===== src/include/rtcfg_defines.svh =====
// constants for the terminal buffer and time tag configuration block
`ifndef RTCFG_DEFINES_SVH
`define RTCFG_DEFINES_SVH
// register byte offsets
`define OFS_CFG2 5'h00
`define OFS_CTRL 5'h04
`define OFS_CMD 5'h08
`define OFS_TTAG 5'h0c
`define OFS_STAT 5'h10
// terminal_config_two fields
`define CFG2_RESET 16'h0000
`define B_PAR_EN 14
`define B_BUSY_EN 13
`define B_DBUF_EN 12
`define B_SKIP_BAD 11
`define B_PAGE_OFF 10
`define B_RES_HI 9
`define B_RES_LO 7
`define B_EXT_MGMT 1
// control, command and status fields
`define B_ENH_MODE 0
`define B_RT_MODE 1
`define B_TT_STEP 4
`define B_PERR 0
// command word fields and the broadcast terminal address
`define CMD_ADDR_HI 15
`define CMD_ADDR_LO 11
`define CMD_TR 10
`define CMD_SA_HI 9
`define CMD_SA_LO 5
`define CMD_BIT_HI 8
`define BCST_ADDR 5'h1f
// busy table base word and memory mode test
`define BUSY_BASE 16'h0240
`define SA_DBUF_BIT 15
`define MM_HI 2
`define MM_LO 0
`define MM_SINGLE 3'h0
// time tag codes and timing
`define RES_FINEST 3'h5
`define RES_TEST 3'h6
`define RES_EXT 3'h7
`define CLK_PERIOD_NS 10
`define TT_FINEST_NS 2000
`endif


===== src/include/rtcfg_pkg.sv =====
// types shared by the terminal buffer and time tag configuration block
package rtcfg_pkg;
  typedef enum logic [0:0] {BUSY_IDLE, BUSY_FETCH} busy_state_t;
  typedef logic [15:0] word_t;
  typedef logic [2:0] res_code_t;
endpackage : rtcfg_pkg


===== src/rt_buffer_and_time_tag_config.sv =====
// configuration register and buffer/time tag control for a 1553 terminal
//
// Implementation choices: the Avalon-MM slave port and the address map.
`timescale 1ns/10ps
`default_nettype none
`include "rtcfg_defines.svh"
// Overview of operation
// - large-memory parts generate and check a seventeenth parity bit
// - busy table and receive double buffer act only in enhanced mode
// - busy table is eight reserved words indexed by bcst, t/r, subaddress
// - a set busy table entry puts the busy bit in the status reply
// - with busy table off the table is ignored, words are free memory
// - double buffer enable zero means no receive subaddress is double buffered
// - enable one, enhanced management off: all receive subaddresses double buffered
// - both on: double buffer only if control word top bit and mode 000
// - skip field clear: pointer advances after every message, valid or not
// - skip field clear: rollover raised when lower boundary word accessed
// - skip field set: pointer holds after invalid receive or broadcast
// - skip field set: rollover only at end of good message touching last word
// - page wrap on: block addresses wrap within their 256-word page
// - page wrap off: block addresses carry into the next page
// - command stack always wraps at its configured size
// - terminal mode, page wrap off: subaddress circular buffers are full memory
// - resolution codes zero to five give 64 down to 2 us per count
// - code six is test mode, code seven counts an external clock
// - test mode counts only on host writes of the test step bit
module rt_buffer_and_time_tag_config #(
  parameter int TICK_FINEST_CYCLES = `TT_FINEST_NS / `CLK_PERIOD_NS
) (
  input wire logic clk_in,
  input wire logic rst_n_in,
  input wire logic [4:0] avs_address_in,
  input wire logic avs_read_in,
  input wire logic avs_write_in,
  input wire logic [31:0] avs_writedata_in,
  output logic [31:0] avs_readdata_out,
  output logic avs_waitrequest_out,
  input wire logic cmd_valid_in,
  input wire logic [15:0] cmd_word_in,
  output logic busy_rd_req_out,
  output logic [15:0] busy_rd_addr_out,
  input wire logic busy_rd_ack_in,
  input wire rtcfg_pkg::word_t busy_rd_data_in,
  output logic busy_bit_out,
  output logic busy_done_out,
  input wire rtcfg_pkg::word_t sa_ctrl_in,
  output logic rx_dual_buf_out,
  input wire logic msg_done_in,
  input wire logic msg_tx_in,
  input wire logic msg_valid_in,
  input wire logic boundary_hit_in,
  input wire logic last_loc_in,
  output logic ptr_adv_out,
  output logic rollover_out,
  input wire rtcfg_pkg::word_t addr_cur_in,
  input wire logic addr_stack_in,
  input wire logic [1:0] stack_size_in,
  output logic [15:0] addr_next_out,
  output logic circ_full_mem_out,
  input wire rtcfg_pkg::word_t ram_wdata_in,
  output logic ram_wpar_out,
  input wire logic ram_rd_valid_in,
  input wire rtcfg_pkg::word_t ram_rdata_in,
  input wire logic ram_rpar_in,
  input wire logic tag_clk_in,
  output logic [15:0] time_tag_out
);
  import rtcfg_pkg::*;

  // ----------------------------------------
  // registers and helpers
  // ----------------------------------------
  word_t cfg2_reg;
  logic [1:0] ctrl_reg;
  logic perr_reg;
  logic wait_reg;
  logic [31:0] rdata_reg;
  busy_state_t bstate_reg;
  logic [3:0] bbit_reg;
  logic breq_reg, bbit_out_reg, bdone_reg;
  logic dbuf_reg, padv_reg, roll_reg, wpar_reg, full_reg;
  word_t anext_reg, ttag_reg;
  logic [12:0] pre_reg;
  logic [2:0] tclk_reg;
  logic step_reg;

  // even parity over a word; used for writes and checks
  function automatic logic par_of(input word_t w);
    par_of = ^w;
  endfunction : par_of

  // divider period for a resolution code, finest code is one unit
  function automatic logic [12:0] period_of(input res_code_t c);
    logic [2:0] sh;
    sh = `RES_FINEST - c;
    period_of = 13'(TICK_FINEST_CYCLES << sh);
  endfunction : period_of

  // ----------------------------------------
  // bus decode
  // ----------------------------------------
  // one wait state: the request is seen with wait high, answered next edge
  wire req_w = avs_read_in | avs_write_in;
  wire take_w = req_w & ~wait_reg;
  wire wr_w = avs_write_in & take_w;
  wire wr_cfg_w = wr_w & (avs_address_in == `OFS_CFG2);
  wire wr_ctrl_w = wr_w & (avs_address_in == `OFS_CTRL);
  wire wr_cmd_w = wr_w & (avs_address_in == `OFS_CMD);
  wire wr_stat_w = wr_w & (avs_address_in == `OFS_STAT);
  wire [31:0] rd_mux_w =
    (avs_address_in == `OFS_CFG2) ? {16'h0000, cfg2_reg} :
    (avs_address_in == `OFS_CTRL) ? {30'h00000000, ctrl_reg} :
    (avs_address_in == `OFS_TTAG) ? {16'h0000, ttag_reg} :
    (avs_address_in == `OFS_STAT) ? {31'h00000000, perr_reg} : 32'h00000000;

  // effective field values
  wire enh_w = ctrl_reg[`B_ENH_MODE];
  wire rt_w = ctrl_reg[`B_RT_MODE];
  wire busy_en_w = cfg2_reg[`B_BUSY_EN] & enh_w;
  wire dbuf_en_w = cfg2_reg[`B_DBUF_EN] & enh_w;
  wire par_en_w = cfg2_reg[`B_PAR_EN] & enh_w;
  wire skip_w = cfg2_reg[`B_SKIP_BAD];
  wire page_off_w = cfg2_reg[`B_PAGE_OFF];
  wire [2:0] res_w = cfg2_reg[`B_RES_HI:`B_RES_LO];

  // bus register updates
  always_ff @(posedge clk_in or negedge rst_n_in)
  begin
    if (!rst_n_in)
    begin
      wait_reg <= 1'b1;
      rdata_reg <= 32'h00000000;
      cfg2_reg <= `CFG2_RESET;
      ctrl_reg <= 2'h0;
    end
    else
    begin
      wait_reg <= ~(req_w & wait_reg);
      if (avs_read_in & wait_reg)
        rdata_reg <= rd_mux_w;
      if (wr_cfg_w)
        cfg2_reg <= avs_writedata_in[15:0];
      if (wr_ctrl_w)
        ctrl_reg <= avs_writedata_in[1:0];
    end
  end
  assign avs_waitrequest_out = wait_reg;
  assign avs_readdata_out = rdata_reg;

  // ----------------------------------------
  // ram parity
  // ----------------------------------------
  // parity check: a new error wins over a clear in the same cycle
  wire perr_hit_w = par_en_w & ram_rd_valid_in & (par_of(ram_rdata_in) != ram_rpar_in);
  wire clr_perr_w = wr_stat_w & avs_writedata_in[`B_PERR];
  always_ff @(posedge clk_in or negedge rst_n_in)
  begin
    if (!rst_n_in)
    begin
      perr_reg <= 1'b0;
      wpar_reg <= 1'b0;
    end
    else
    begin
      perr_reg <= perr_hit_w | (perr_reg & ~clr_perr_w);
      wpar_reg <= par_of(ram_wdata_in);
    end
  end
  assign ram_wpar_out = wpar_reg;

  // ----------------------------------------
  // busy lookup
  // ----------------------------------------
  // word index from bcst flag, t/r and subaddress top bit
  wire bcst_w = cmd_word_in[`CMD_ADDR_HI:`CMD_ADDR_LO] == `BCST_ADDR;
  wire [2:0] bidx_w = {bcst_w, cmd_word_in[`CMD_TR], cmd_word_in[`CMD_SA_HI]};
  wire [15:0] baddr_w = `BUSY_BASE + {13'h0000, bidx_w};
  always_ff @(posedge clk_in or negedge rst_n_in)
  begin
    if (!rst_n_in)
    begin
      bstate_reg <= BUSY_IDLE;
      breq_reg <= 1'b0;
      busy_rd_addr_out <= 16'h0000;
      bbit_reg <= 4'h0;
      bbit_out_reg <= 1'b0;
      bdone_reg <= 1'b0;
    end
    else
    begin
      bdone_reg <= 1'b0;
      case (bstate_reg)
        BUSY_IDLE:
          if (cmd_valid_in)
          begin
            bbit_reg <= cmd_word_in[`CMD_BIT_HI:`CMD_SA_LO];
            if (busy_en_w)
            begin
              bstate_reg <= BUSY_FETCH;
              breq_reg <= 1'b1;
              busy_rd_addr_out <= baddr_w;
            end
            else
            begin
              bbit_out_reg <= 1'b0;
              bdone_reg <= 1'b1;
            end
          end
        BUSY_FETCH:
          if (busy_rd_ack_in)
          begin
            bbit_out_reg <= busy_rd_data_in[bbit_reg];
            bdone_reg <= 1'b1;
            breq_reg <= 1'b0;
            bstate_reg <= BUSY_IDLE;
          end
        default:
          bstate_reg <= BUSY_IDLE;
      endcase
    end
  end
  assign busy_rd_req_out = breq_reg;
  assign busy_bit_out = bbit_out_reg;
  assign busy_done_out = bdone_reg;

  // ----------------------------------------
  // double buffer, pointer and rollover
  // ----------------------------------------
  // off, all, per subaddress
  wire sa_dbuf_w = sa_ctrl_in[`SA_DBUF_BIT] & (sa_ctrl_in[`MM_HI:`MM_LO] == `MM_SINGLE);
  wire dbuf_w = dbuf_en_w & (~cfg2_reg[`B_EXT_MGMT] | sa_dbuf_w);
  wire padv_w = msg_done_in & (~skip_w | msg_tx_in | msg_valid_in);
  // at boundary access; at end of good message
  wire roll_w = skip_w ? (msg_done_in & last_loc_in & (msg_tx_in | msg_valid_in))
                       : boundary_hit_in;
  always_ff @(posedge clk_in or negedge rst_n_in)
  begin
    if (!rst_n_in)
    begin
      dbuf_reg <= 1'b0;
      padv_reg <= 1'b0;
      roll_reg <= 1'b0;
    end
    else
    begin
      dbuf_reg <= dbuf_w;
      padv_reg <= padv_w;
      roll_reg <= roll_w;
    end
  end
  assign rx_dual_buf_out = dbuf_reg;
  assign ptr_adv_out = padv_reg;
  assign rollover_out = roll_reg;

  // ----------------------------------------
  // address stepping
  // ----------------------------------------
  // stack wraps at 256 shl size code
  wire [15:0] smask_w = 16'(16'h00ff << stack_size_in) | 16'h00ff;
  wire [15:0] inc_w = addr_cur_in + 16'h0001;
  wire [15:0] stack_w = (addr_cur_in & ~smask_w) | (inc_w & smask_w);
  wire [15:0] blk_w = page_off_w ? inc_w : {addr_cur_in[15:8], inc_w[7:0]};
  always_ff @(posedge clk_in or negedge rst_n_in)
  begin
    if (!rst_n_in)
    begin
      anext_reg <= 16'h0000;
      full_reg <= 1'b0;
    end
    else
    begin
      anext_reg <= addr_stack_in ? stack_w : blk_w;
      full_reg <= rt_w & page_off_w;
    end
  end
  assign addr_next_out = anext_reg;
  assign circ_full_mem_out = full_reg;

  // ----------------------------------------
  // time tag
  // ----------------------------------------
  // external clock passes two flops; the third gives the edge
  wire ext_edge_w = tclk_reg[1] & ~tclk_reg[2];
  wire pre_end_w = (pre_reg >= period_of(res_w) - 13'h0001);
  // codes 0..5, test and external, step writes
  wire tick_w = (res_w == `RES_EXT) ? ext_edge_w :
                (res_w == `RES_TEST) ? step_reg : pre_end_w;
  always_ff @(posedge clk_in or negedge rst_n_in)
  begin
    if (!rst_n_in)
    begin
      tclk_reg <= 3'h0;
      pre_reg <= 13'h0000;
      ttag_reg <= 16'h0000;
      step_reg <= 1'b0;
    end
    else
    begin
      tclk_reg <= {tclk_reg[1:0], tag_clk_in};
      step_reg <= wr_cmd_w & avs_writedata_in[`B_TT_STEP];
      pre_reg <= (pre_end_w | res_w[2] & res_w[1]) ? 13'h0000 : pre_reg + 13'h0001;
      if (tick_w)
        ttag_reg <= ttag_reg + 16'h0001;
    end
  end
  assign time_tag_out = ttag_reg;

  // ----------------------------------------
  // checks
  // ----------------------------------------
  gate_enh_a:
    assert property (@(posedge clk_in) disable iff (!rst_n_in)
      !enh_w |=> !rx_dual_buf_out)
    else $error("double buffer active outside enhanced mode");
  busy_off_a:
    assert property (@(posedge clk_in) disable iff (!rst_n_in)
      bstate_reg == BUSY_IDLE && cmd_valid_in && !busy_en_w |=> busy_done_out && !busy_bit_out)
    else $error("busy bit set with table disabled");
  busy_fetch_a:
    assert property (@(posedge clk_in) disable iff (!rst_n_in)
      bstate_reg == BUSY_FETCH && busy_rd_ack_in |=> busy_done_out
        && busy_bit_out == $past(busy_rd_data_in[bbit_reg]))
    else $error("busy bit not taken from table entry");
  dbuf_none_a:
    assert property (@(posedge clk_in) disable iff (!rst_n_in)
      !cfg2_reg[`B_DBUF_EN] |=> !rx_dual_buf_out)
    else $error("double buffer with enable clear");
  ptr_hold_a:
    assert property (@(posedge clk_in) disable iff (!rst_n_in)
      skip_w && msg_done_in && !msg_tx_in && !msg_valid_in |=> !ptr_adv_out)
    else $error("pointer advanced after invalid receive");
  ptr_all_a:
    assert property (@(posedge clk_in) disable iff (!rst_n_in)
      !skip_w && msg_done_in |=> ptr_adv_out)
    else $error("pointer did not advance");
  roll_now_a:
    assert property (@(posedge clk_in) disable iff (!rst_n_in)
      !skip_w && boundary_hit_in |=> rollover_out)
    else $error("rollover missed at boundary");
  page_wrap_a:
    assert property (@(posedge clk_in) disable iff (!rst_n_in)
      !page_off_w && !addr_stack_in |=> addr_next_out[15:8] == $past(addr_cur_in[15:8]))
    else $error("block address left its page");
  stack_wrap_a:
    assert property (@(posedge clk_in) disable iff (!rst_n_in)
      addr_stack_in && addr_cur_in == 16'hffff |=> addr_next_out[7:0] == 8'h00)
    else $error("stack did not wrap");
  test_step_a:
    assert property (@(posedge clk_in) disable iff (!rst_n_in)
      res_w == `RES_TEST && !step_reg |=> time_tag_out == $past(time_tag_out))
    else $error("time tag moved without test step");
endmodule : rt_buffer_and_time_tag_config
`default_nettype wire


===== config.mk =====
export PLATFORM = sky130hd
export DESIGN_NAME = rt_buffer_and_time_tag_config
export DESIGN_NICKNAME = d
export VERILOG_FILES = /design/src/include/rtcfg_pkg.sv /design/src/rt_buffer_and_time_tag_config.sv
export VERILOG_INCLUDE_DIRS = /design/src /design/src/include
export SDC_FILE = /design/constraint.sdc
export NUM_CORES = 1
export LEC_CHECK = 0
export BUFFER_PORTS_ARGS = -buffer_cell sky130_fd_sc_hd__buf_2
export CAP_MARGIN = 15
export CORE_UTILIZATION = 52
export DETAILED_ROUTE_END_ITERATION = 10
export PLACE_DENSITY_LB_ADDON = 0.05
export REMOVE_ABC_BUFFERS = 1
export SLEW_MARGIN = 20
export SYNTH_ARGS = -nofsm -noshare
export SYNTH_HDL_FRONTEND = slang
export SYNTH_SLANG_ARGS = --single-unit

===== constraint.sdc =====
create_clock -name clk_in -period 8.5 [get_ports clk_in]
set_input_delay 0.85 -clock clk_in [delete_from_list [all_inputs] [get_ports clk_in]]
set_output_delay 0.85 -clock clk_in [all_outputs]
set_load 0.01 [all_outputs]

# Word-level counts from Yosys, hierarchy flattened
# Index checks and enable logic that the tools add are counted.
# word_totals
wordCells	121
register_bits	130
romBits	0
memories	0
mem_bits_rw	0
latchBits	0
inputBits	150
output_inout_bits	89
# classes
div_mod_pow	0
bitwise	42
eq_ne	12
n_reduce_logical	8
order_cmp	2
multipliers	0
n_shift	2
add_sub_neg	6
n_mux	28
# op_table
operator	n
$mux 16	5
$add 16x1->16 const B	2
$and 16x16->16	2
$reduce_xor 16->1	2
$and 1x1->1	24
$mux 1	17
$not 16->16	1
$or 16x16->16	1
$shl 8x2->16 const A	1
$add 13x1->13 const B	1
$ge 13x13->1	1
$mux 13	1
$shl 8x3->13 const A	1
$sub 13x1->13 const B	1
$add 10x3->11 const A	1
$eq 5x4->1 const B	2
$eq 5x5->1 const B	2
$reduce_and 3->1	3
$ne 2x2->1 const B	4
$pmux 1 s2	4
$not 1->1	7
$or 1x1->1	7
$eq 3x3->1 const B	2
$eq 5x3->1 const B	1
7 further kinds	7

# Logic depth before layout (Yosys ltp)
# Gate-level depths: netlist of run 1.
# logic_depth
word_depth	8
ltp_mapped	15

# Worst setup path after synthesis of run 1
# OpenSTA, ideal clock, no wires.
# synth_timing
path_kind	flip-flop to flip-flop
from	reg cfg2_reg[8]
to	reg ttag_reg[1], in the netlist time_tag_out[1]
required_time_ns	8.375
setup_slack_ns	5.057
stages_incl_launch_ff	15
t_arrival_ns	3.318
path_cell_list	dfrtp_1 clkbuf_1 inv_1 ha_1 clkbuf_1 or3_1 o21ai_0 o211ai_1 ha_1 nand2_1 nor4_2 a221oi_2 buf_6 a21oi_2 mux2_4
# synth_between
elab_chain_cells	6
# synth_lines
element	line_no	source
start: declaration	rt_buffer_and_time_tag_config.sv:73	word_t cfg2_reg;
start signal: assignment	rt_buffer_and_time_tag_config.sv:133	cfg2_reg <= `CFG2_RESET;
start signal: assignment	rt_buffer_and_time_tag_config.sv:142	cfg2_reg <= avs_writedata_in[15:0];
$sub 3x3->3 (no line)	--	
$shl 8x3->13	rt_buffer_and_time_tag_config.sv:96	period_of = 13'(TICK_FINEST_CYCLES << sh);
$sub 13x1->13	rt_buffer_and_time_tag_config.sv:284	wire pre_end_w = (pre_reg >= period_of(res_w) - 13'h0001);
$ge 13x13->1	rt_buffer_and_time_tag_config.sv:284	
$mux 1	rt_buffer_and_time_tag_config.sv:287	(res_w == `RES_TEST) ? step_reg : pre_end_w;
$mux 1 *	rt_buffer_and_time_tag_config.sv:286	wire tick_w = (res_w == `RES_EXT) ? ext_edge_w :
end signal: assignment	rt_buffer_and_time_tag_config.sv:303	ttag_reg <= ttag_reg + 16'h0001;
end: declaration	rt_buffer_and_time_tag_config.sv:82	word_t anext_reg, ttag_reg;
# Every way passes the cells marked *; elsewhere a longest branch is shown, timed or not.
# A chain may end at the register's enable or synchronous reset.

# Final worst setup path of run 1
# layout_timing
from	reg cfg2_reg[8]
to	reg ttag_reg[15], in the netlist time_tag_out[15]
# The elaborated chain is that of the path after synthesis.

==> results.txt, run 1 <==
Gr ovfl total: 0
Drt via density: 5.18
Final TNS setup: 0 ns
Via Count: 4266
Drt drc: 0
Pleak: 3.38 nW
Sw Pwr: 358 uW
Post-route cell area: 6740 um^2
Synth Area in XOR/XNOR: 11.8%
First-pass GRT wire length: 19600 um
Fin. max-slew vios: 0
Clk buf depth: 2
CP Class: reg -> reg
Initial antenna violation count: 0
Finished Layout Cells: 824
Clock root cell: clkbuf_8
Ys flop type: dfrtp_1
Clk pwr share: 28.5%
Worst setup EP type: flop
Slowest cell on the critical path: dfrtp_1
Ys async rst share: 100%
Register clock-pin slew on the reported worst setup and hold paths: 0.10 ns
Final WL: 12200 um
Pwr Total: 1.22 mW
CP max FO: 16
Post-CTS Resized: 0
Yosys top cell area share: 44.9%
Synth top area cells: dfrtp_1, xnor2_1, ha_1
Share of cells above drive strength 1: 35.8%
Top Ports: 239
Multi-input logic area: 2820 um^2
Min-delay worst type: reg -> reg
Post-layout util: 64.7%
Num rows: 37
Vias in the first global route: 4174
Type of origin of the critical path: flop
Fmax: 255 MHz
Worst path max stage delay: 0.62 ns
WL per Instance: 14.8 um
Multiplexer share of the synthesized area: 8.65%
Post-synthesis adder-cell area fraction: 5.11%
Final hold vios: 0
Fin crit period: 3.93 ns
DP HPWL: 9250 um
Post-Place Cells: 808
Least-Margin Pin Slew: 0.990 ns
Nets: 856
CTS tree: built
Area grow syn2layout: 19.8%
Die area: 11200 um^2
Initial core utilization: 54.0%
Post-Syn Area per Cell: 11.1 um^2
Final Skew: 0.0119 ns
Largest family of logic cells by synthesized area: simple AND/OR/NAND/NOR gates
Total CTS buffers: 9
Post-Syn Instances: 509
Pint: 859 uW
WP data required: 8.73 ns
Yosys cell types: 53
Number of synthesized register bits: 102
1st-iter DRT viols: 168
Post-CTS setup buffer count: 0
Switching part of the total: 29.4%
MaxCap Viol Count: 0
Area occupied by registers: 2550 um^2
TritonRoute pass-1 iters: 4
EDFF count, synth: 0
RSZ-0062 raised after global routing: no
Synth Warn #: 0
Fraction of power consumed by combinational cells: 23.1%
CORE AREA: 10400 um^2
# diodes: 0
Post-synth top cells: dfrtp_1, nand2_1, xnor2_1, xor2_1
Cell Pwr Density: 181 nW/um^2
Complex-gate fraction of the synthesized area: 10.0%
Status: finished clean
Synthesized cell area: 5630 um^2
H-tree Lvls: 3
Die width: 106 um
CTS Hold Bufs: 0
Clock sinks: 102
Fill count: 864
Arrival time at the worst endpoint: 4.15 ns
Worst skew pair latency: 0.36 ns
VDD IR-drop max: 107 uV
Port bufs: 178
Worst slew margin: 33.9%
CP Cell Sequence: inv_1, ha_1, or3_1, o21ai_0, o211ai_1, ha_1, nand2_1, nor4_2, a221oi_2, buf_4, a2111oi_0, xor2_1
Placement Cell Area: 6510 um^2
Post-Synth Simple-Gate Area: 12.7%
Die Ht: 106 um
CP delay by family, top: compound AO/OA/AOI/OAI gates
CP Buf/Inv Count: 2
Seq/Total Area, Yosys: 45.4%
Antenna-violating nets left: 0
Largest net degree at the start of global routing: 73
Worst path most repeated cell: ha_1
Most frequent cell after synthesis: dfrtp_1
Part of the power in registers: 48.4%
GP Congestion: 0.796
# setup viols final: 0
Final worst path period share: 46.2%
Leading area contributor after synthesis: dfrtp_1
Tot GR Track Use: 22.3%
path summary, 6_finish.rpt:
kind	endpoint	from	slack [ns]	cells past startpoint
worst max-delay path	time_tag_out[15]	cfg2_reg[8]	4.57	12
max in group asynchronous	addr_next_out[1]	rst_n_in	6.85	2
worst max register to register	time_tag_out[15]	cfg2_reg[8]	4.57	12
worst min register to register	tclk_reg[1]	tclk_reg[0]	0.37	0
worst min-delay path	tclk_reg[1]	tclk_reg[0]	0.37	0
min in group asynchronous	pre_reg[6]	rst_n_in	0.41	1
cells by family after synthesis:
group | Yosys count
simple gates | 138
flops | 102
compound gates | 78
xor+xnor | 74
buf+inv | 58
mux | 35
fa+ha+maj | 23
other cells | 1
cell type report:
class                      count  share of cell area, %
clock inverter                 4                   1.13
multi-input combinational    375                   41.8
timing repair buffer         181                   13.6
tap                          136                   2.53
clock buffer                  12                   2.30
inverter                      14                  0.780
sequential                   102                   37.9
power groups by stage:
stage | Clock, mW | Sequential, mW | Combinational (mW)
finish | 0.347 | 0.589 | 0.280
global route | 0.376 | 0.599 | 0.314
CTS | 0.359 | 0.590 | 0.284
detailed placement | 0 | 0.598 | 0.284
global placement | 0 | 0.596 | 0.273
floorplan | 0 | 0.594 | 0.178
per-layer routing:
metal,wire length [um],track usage (%)
met5,0,0
met1,5040,27.5
met3,768,5.52
met4,64,5.56
met2,6290,39.2
through the flow:
stage                     hold slack, ns  setup slack (ns)
after CTS                          0.381              4.60
final                              0.374              4.57
after floorplan                    0.331              4.78
after global placement             0.341              4.80
after detailed placement           0.347              4.63
after global routing               0.393              4.27
cells in the final DEF, fill, tap and decap left out, types with 5 or more instances in the layout:
cell type / count
and3_1: 8
mux4_2: 5
clkbuf_8: 11
nand2_1: 48
mux2_4: 11
o21ai_0: 29
xor2_1: 32
nand3_1: 24
xnor2_1: 41
a22oi_1: 15
ha_1: 23
mux2_2: 15
nor2_1: 20
a211oi_1: 5
a2111oi_0: 5
buf_2: 177
inv_1: 14
dfrtp_1: 101
conb_1: 27
a21oi_1: 9
nand4_1: 5
Power figures use the tool's default switching activity.
==> run 2, diff against run 1 <==
--- a/config.mk
+++ b/config.mk
@@ -8,7 +8,7 @@
 export LEC_CHECK = 0
 export BUFFER_PORTS_ARGS = -buffer_cell sky130_fd_sc_hd__buf_2
 export CAP_MARGIN = 15
-export CORE_UTILIZATION = 52
+export CORE_UTILIZATION = 44
 export DETAILED_ROUTE_END_ITERATION = 10
 export PLACE_DENSITY_LB_ADDON = 0.05
 export REMOVE_ABC_BUFFERS = 1
==> constraint.sdc (replaced) <==
create_clock -name clk_in -period 3.35 [get_ports clk_in]
set_input_delay 0.335 -clock clk_in [delete_from_list [all_inputs] [get_ports clk_in]]
set_output_delay 0.335 -clock clk_in [all_outputs]
set_load 0.01 [all_outputs]
==> run 2 against run 1 <==
Net effect: the run now ends with negative hold slack left; power increased to 2.7 times the previous value; clock skew decreased by 0.0031 ns; worst setup slack got worse by 4.4 ns; via count increased by 0.91%; sequential cell count unchanged; first-iteration DRC count increased by 20%; non-clock buffer count increased by 16; critical path type unchanged; critical endpoint is now time_tag_out[1]; highest routed layer unchanged.
==> results.txt, run 2 (synthesized netlist as in run 1, its figures left out) <==
Status: complete, but fails checks
Failing checks: negative hold slack
Pint: 2.28 mW
RR Endpoint: time_tag_out[1]
CTS tree: built
Final Skew: 0.00875 ns
Fill count: 1095
Sw Pwr: 973 uW
Commonest non-fill, non-tap cell in the layout: buf_2
Num rows: 40
1st-iter DRT viols: 201
Drt drc: 0
Final worst path period share: 94.1%
GP Congestion: 0.823
Via Count: 4305
Clock root cell: clkbuf_16
Top Ports: 239
Largest net degree at the start of global routing: 57
Post-route cell area: 6990 um^2
Clk pwr share: 31.0%
Placement Cell Area: 6660 um^2
R2R Path Start: cfg2_reg[8]
Fin worst setup slack: 0.199 ns
Type of origin of the critical path: flop
Pleak: 3.49 nW
Tot GR Track Use: 19.4%
Cell Pwr Density: 465 nW/um^2
# setup viols final: 0
Most frequent cells in the layout: buf_2, dfrtp_1, nand2_1, xnor2_1, xor2_1
Worst setup EP type: flop
Vias in the first global route: 4176
Die Ht: 115 um
# diodes: 0
VDD IR-drop max: 229 uV
Least-Margin Pin Slew: 0.949 ns
WL per Instance: 14.1 um
Drt via density: 4.94
Finished Layout Cells: 872
Switching part of the total: 29.9%
Fraction of power consumed by combinational cells: 23.5%
WP data required: 3.59 ns
Worst slew margin: 36.6%
Initial core utilization: 45.9%
Area occupied by registers: 2550 um^2
Fin. max-slew vios: 0
Fin crit period: 3.15 ns
Pre-CTS WS: -0.314 ns
Die width: 115 um
Reg2Reg Setup Slack: 0.20 ns
Part of the power in registers: 45.5%
Register clock-pin slew on the reported worst setup and hold paths: 0.07 ns
Min-delay worst type: in -> async
Nets: 872
Multi-input logic area: 2840 um^2
Final hold vios: 1
DP HPWL: 9190 um
Hold_ws: -0.00132 ns
Arrival time at the worst endpoint: 3.39 ns
Initial antenna violation count: 0
Total CTS buffers: 9
Gr ovfl total: 0
CP Class: reg -> reg
Port bufs: 178
Reg2reg path depth: 13
First-pass GRT wire length: 19800 um
Die area: 13200 um^2
Share of cells above drive strength 1: 37.2%
CTS Hold Bufs: 0
Fmax: 317 MHz
Clk buf depth: 2
Worst skew pair latency: 0.35 ns
Antenna-violating nets left: 0
Clock sinks: 102
CP max FO: 9
TritonRoute pass-1 iters: 4
Post-Place Cells: 853
Area grow syn2layout: 24.3%
CORE AREA: 12300 um^2
Final WL: 12300 um
MaxCap Viol Count: 0
H-tree Lvls: 3
## run 2: cell count changes in the layout (fill, tap and decap cells not counted), sizes merged
cell    before  now
buf        181  197
inv         15   17
bufinv       2    0
## run 2: metrics by stage
stage          setup TNS, ns  util, %  power [mW]
5_1_grt              -0.0295     57.0        3.45
3_3_place_gp           -1.95     54.3        2.24
6_report                   0     57.0        3.25
4_1_cts                    0     56.7        3.29
3_5_place_dp           -5.36     54.3        2.26
2_1_floorplan          -8.73        -        1.96
## run 2: worst max-delay path, cell delays in order, from the launching register on
cell	delay, ns
dfrtp_1	0.39
inv_1	0.07
ha_1	0.30
or3_1	0.38
o21ai_0	0.09
nand3b_1	0.10
o211ai_1	0.13
ha_1	0.29
a21oi_1	0.13
o21ai_0	0.14
a221oi_4	0.43
buf_6	0.19
a21oi_2	0.07
mux2_4	0.33
## run 2: metal layers
layer	GRT usage, %	routed length [um]
met1	25.6	5550
met2	31.2	5780
met3	4.48	765
met4	7.10	197
met5	0	0
## run 2: final cells by class
type	instances	area share (%)
sequential	102	36.5
timing repair buffer	197	15.0
clock buffer	12	3.52
tap	168	3.01
inverter	14	0.751
clock inverter	4	0.519
multi-input combinational	375	40.6
## run 2: how the worst max path moves through the flow
stage,start,to,cells past startpoint
2_1_floorplan,cfg2_reg[8],pre_reg[10],11
3_3_place_gp,cfg2_reg[8],pre_reg[9],11
3_5_place_dp,cfg2_reg[8],pre_reg[6],11
4_1_cts,cfg2_reg[8],pre_reg[6],11
5_1_grt,cfg2_reg[8],time_tag_out[8],11
6_report,cfg2_reg[8],time_tag_out[1],13
## run 2: repair_timing
action	CTS	global route
endpoints found under the hold margin	0	0
endpoints found under the setup margin	26	24
gates resized for setup	1	5
buffers inserted	0	3
## run 2: power by group through the flow
stage / sequential [mW] / clock (mW) / combinational [mW]
after floorplan: 1.51 / 0 / 0.452
after global placement: 1.50 / 0 / 0.737
after detailed placement: 1.50 / 0 / 0.760
after CTS: 1.48 / 1.04 / 0.765
after global routing: 1.51 / 1.09 / 0.858
final: 1.48 / 1.01 / 0.763
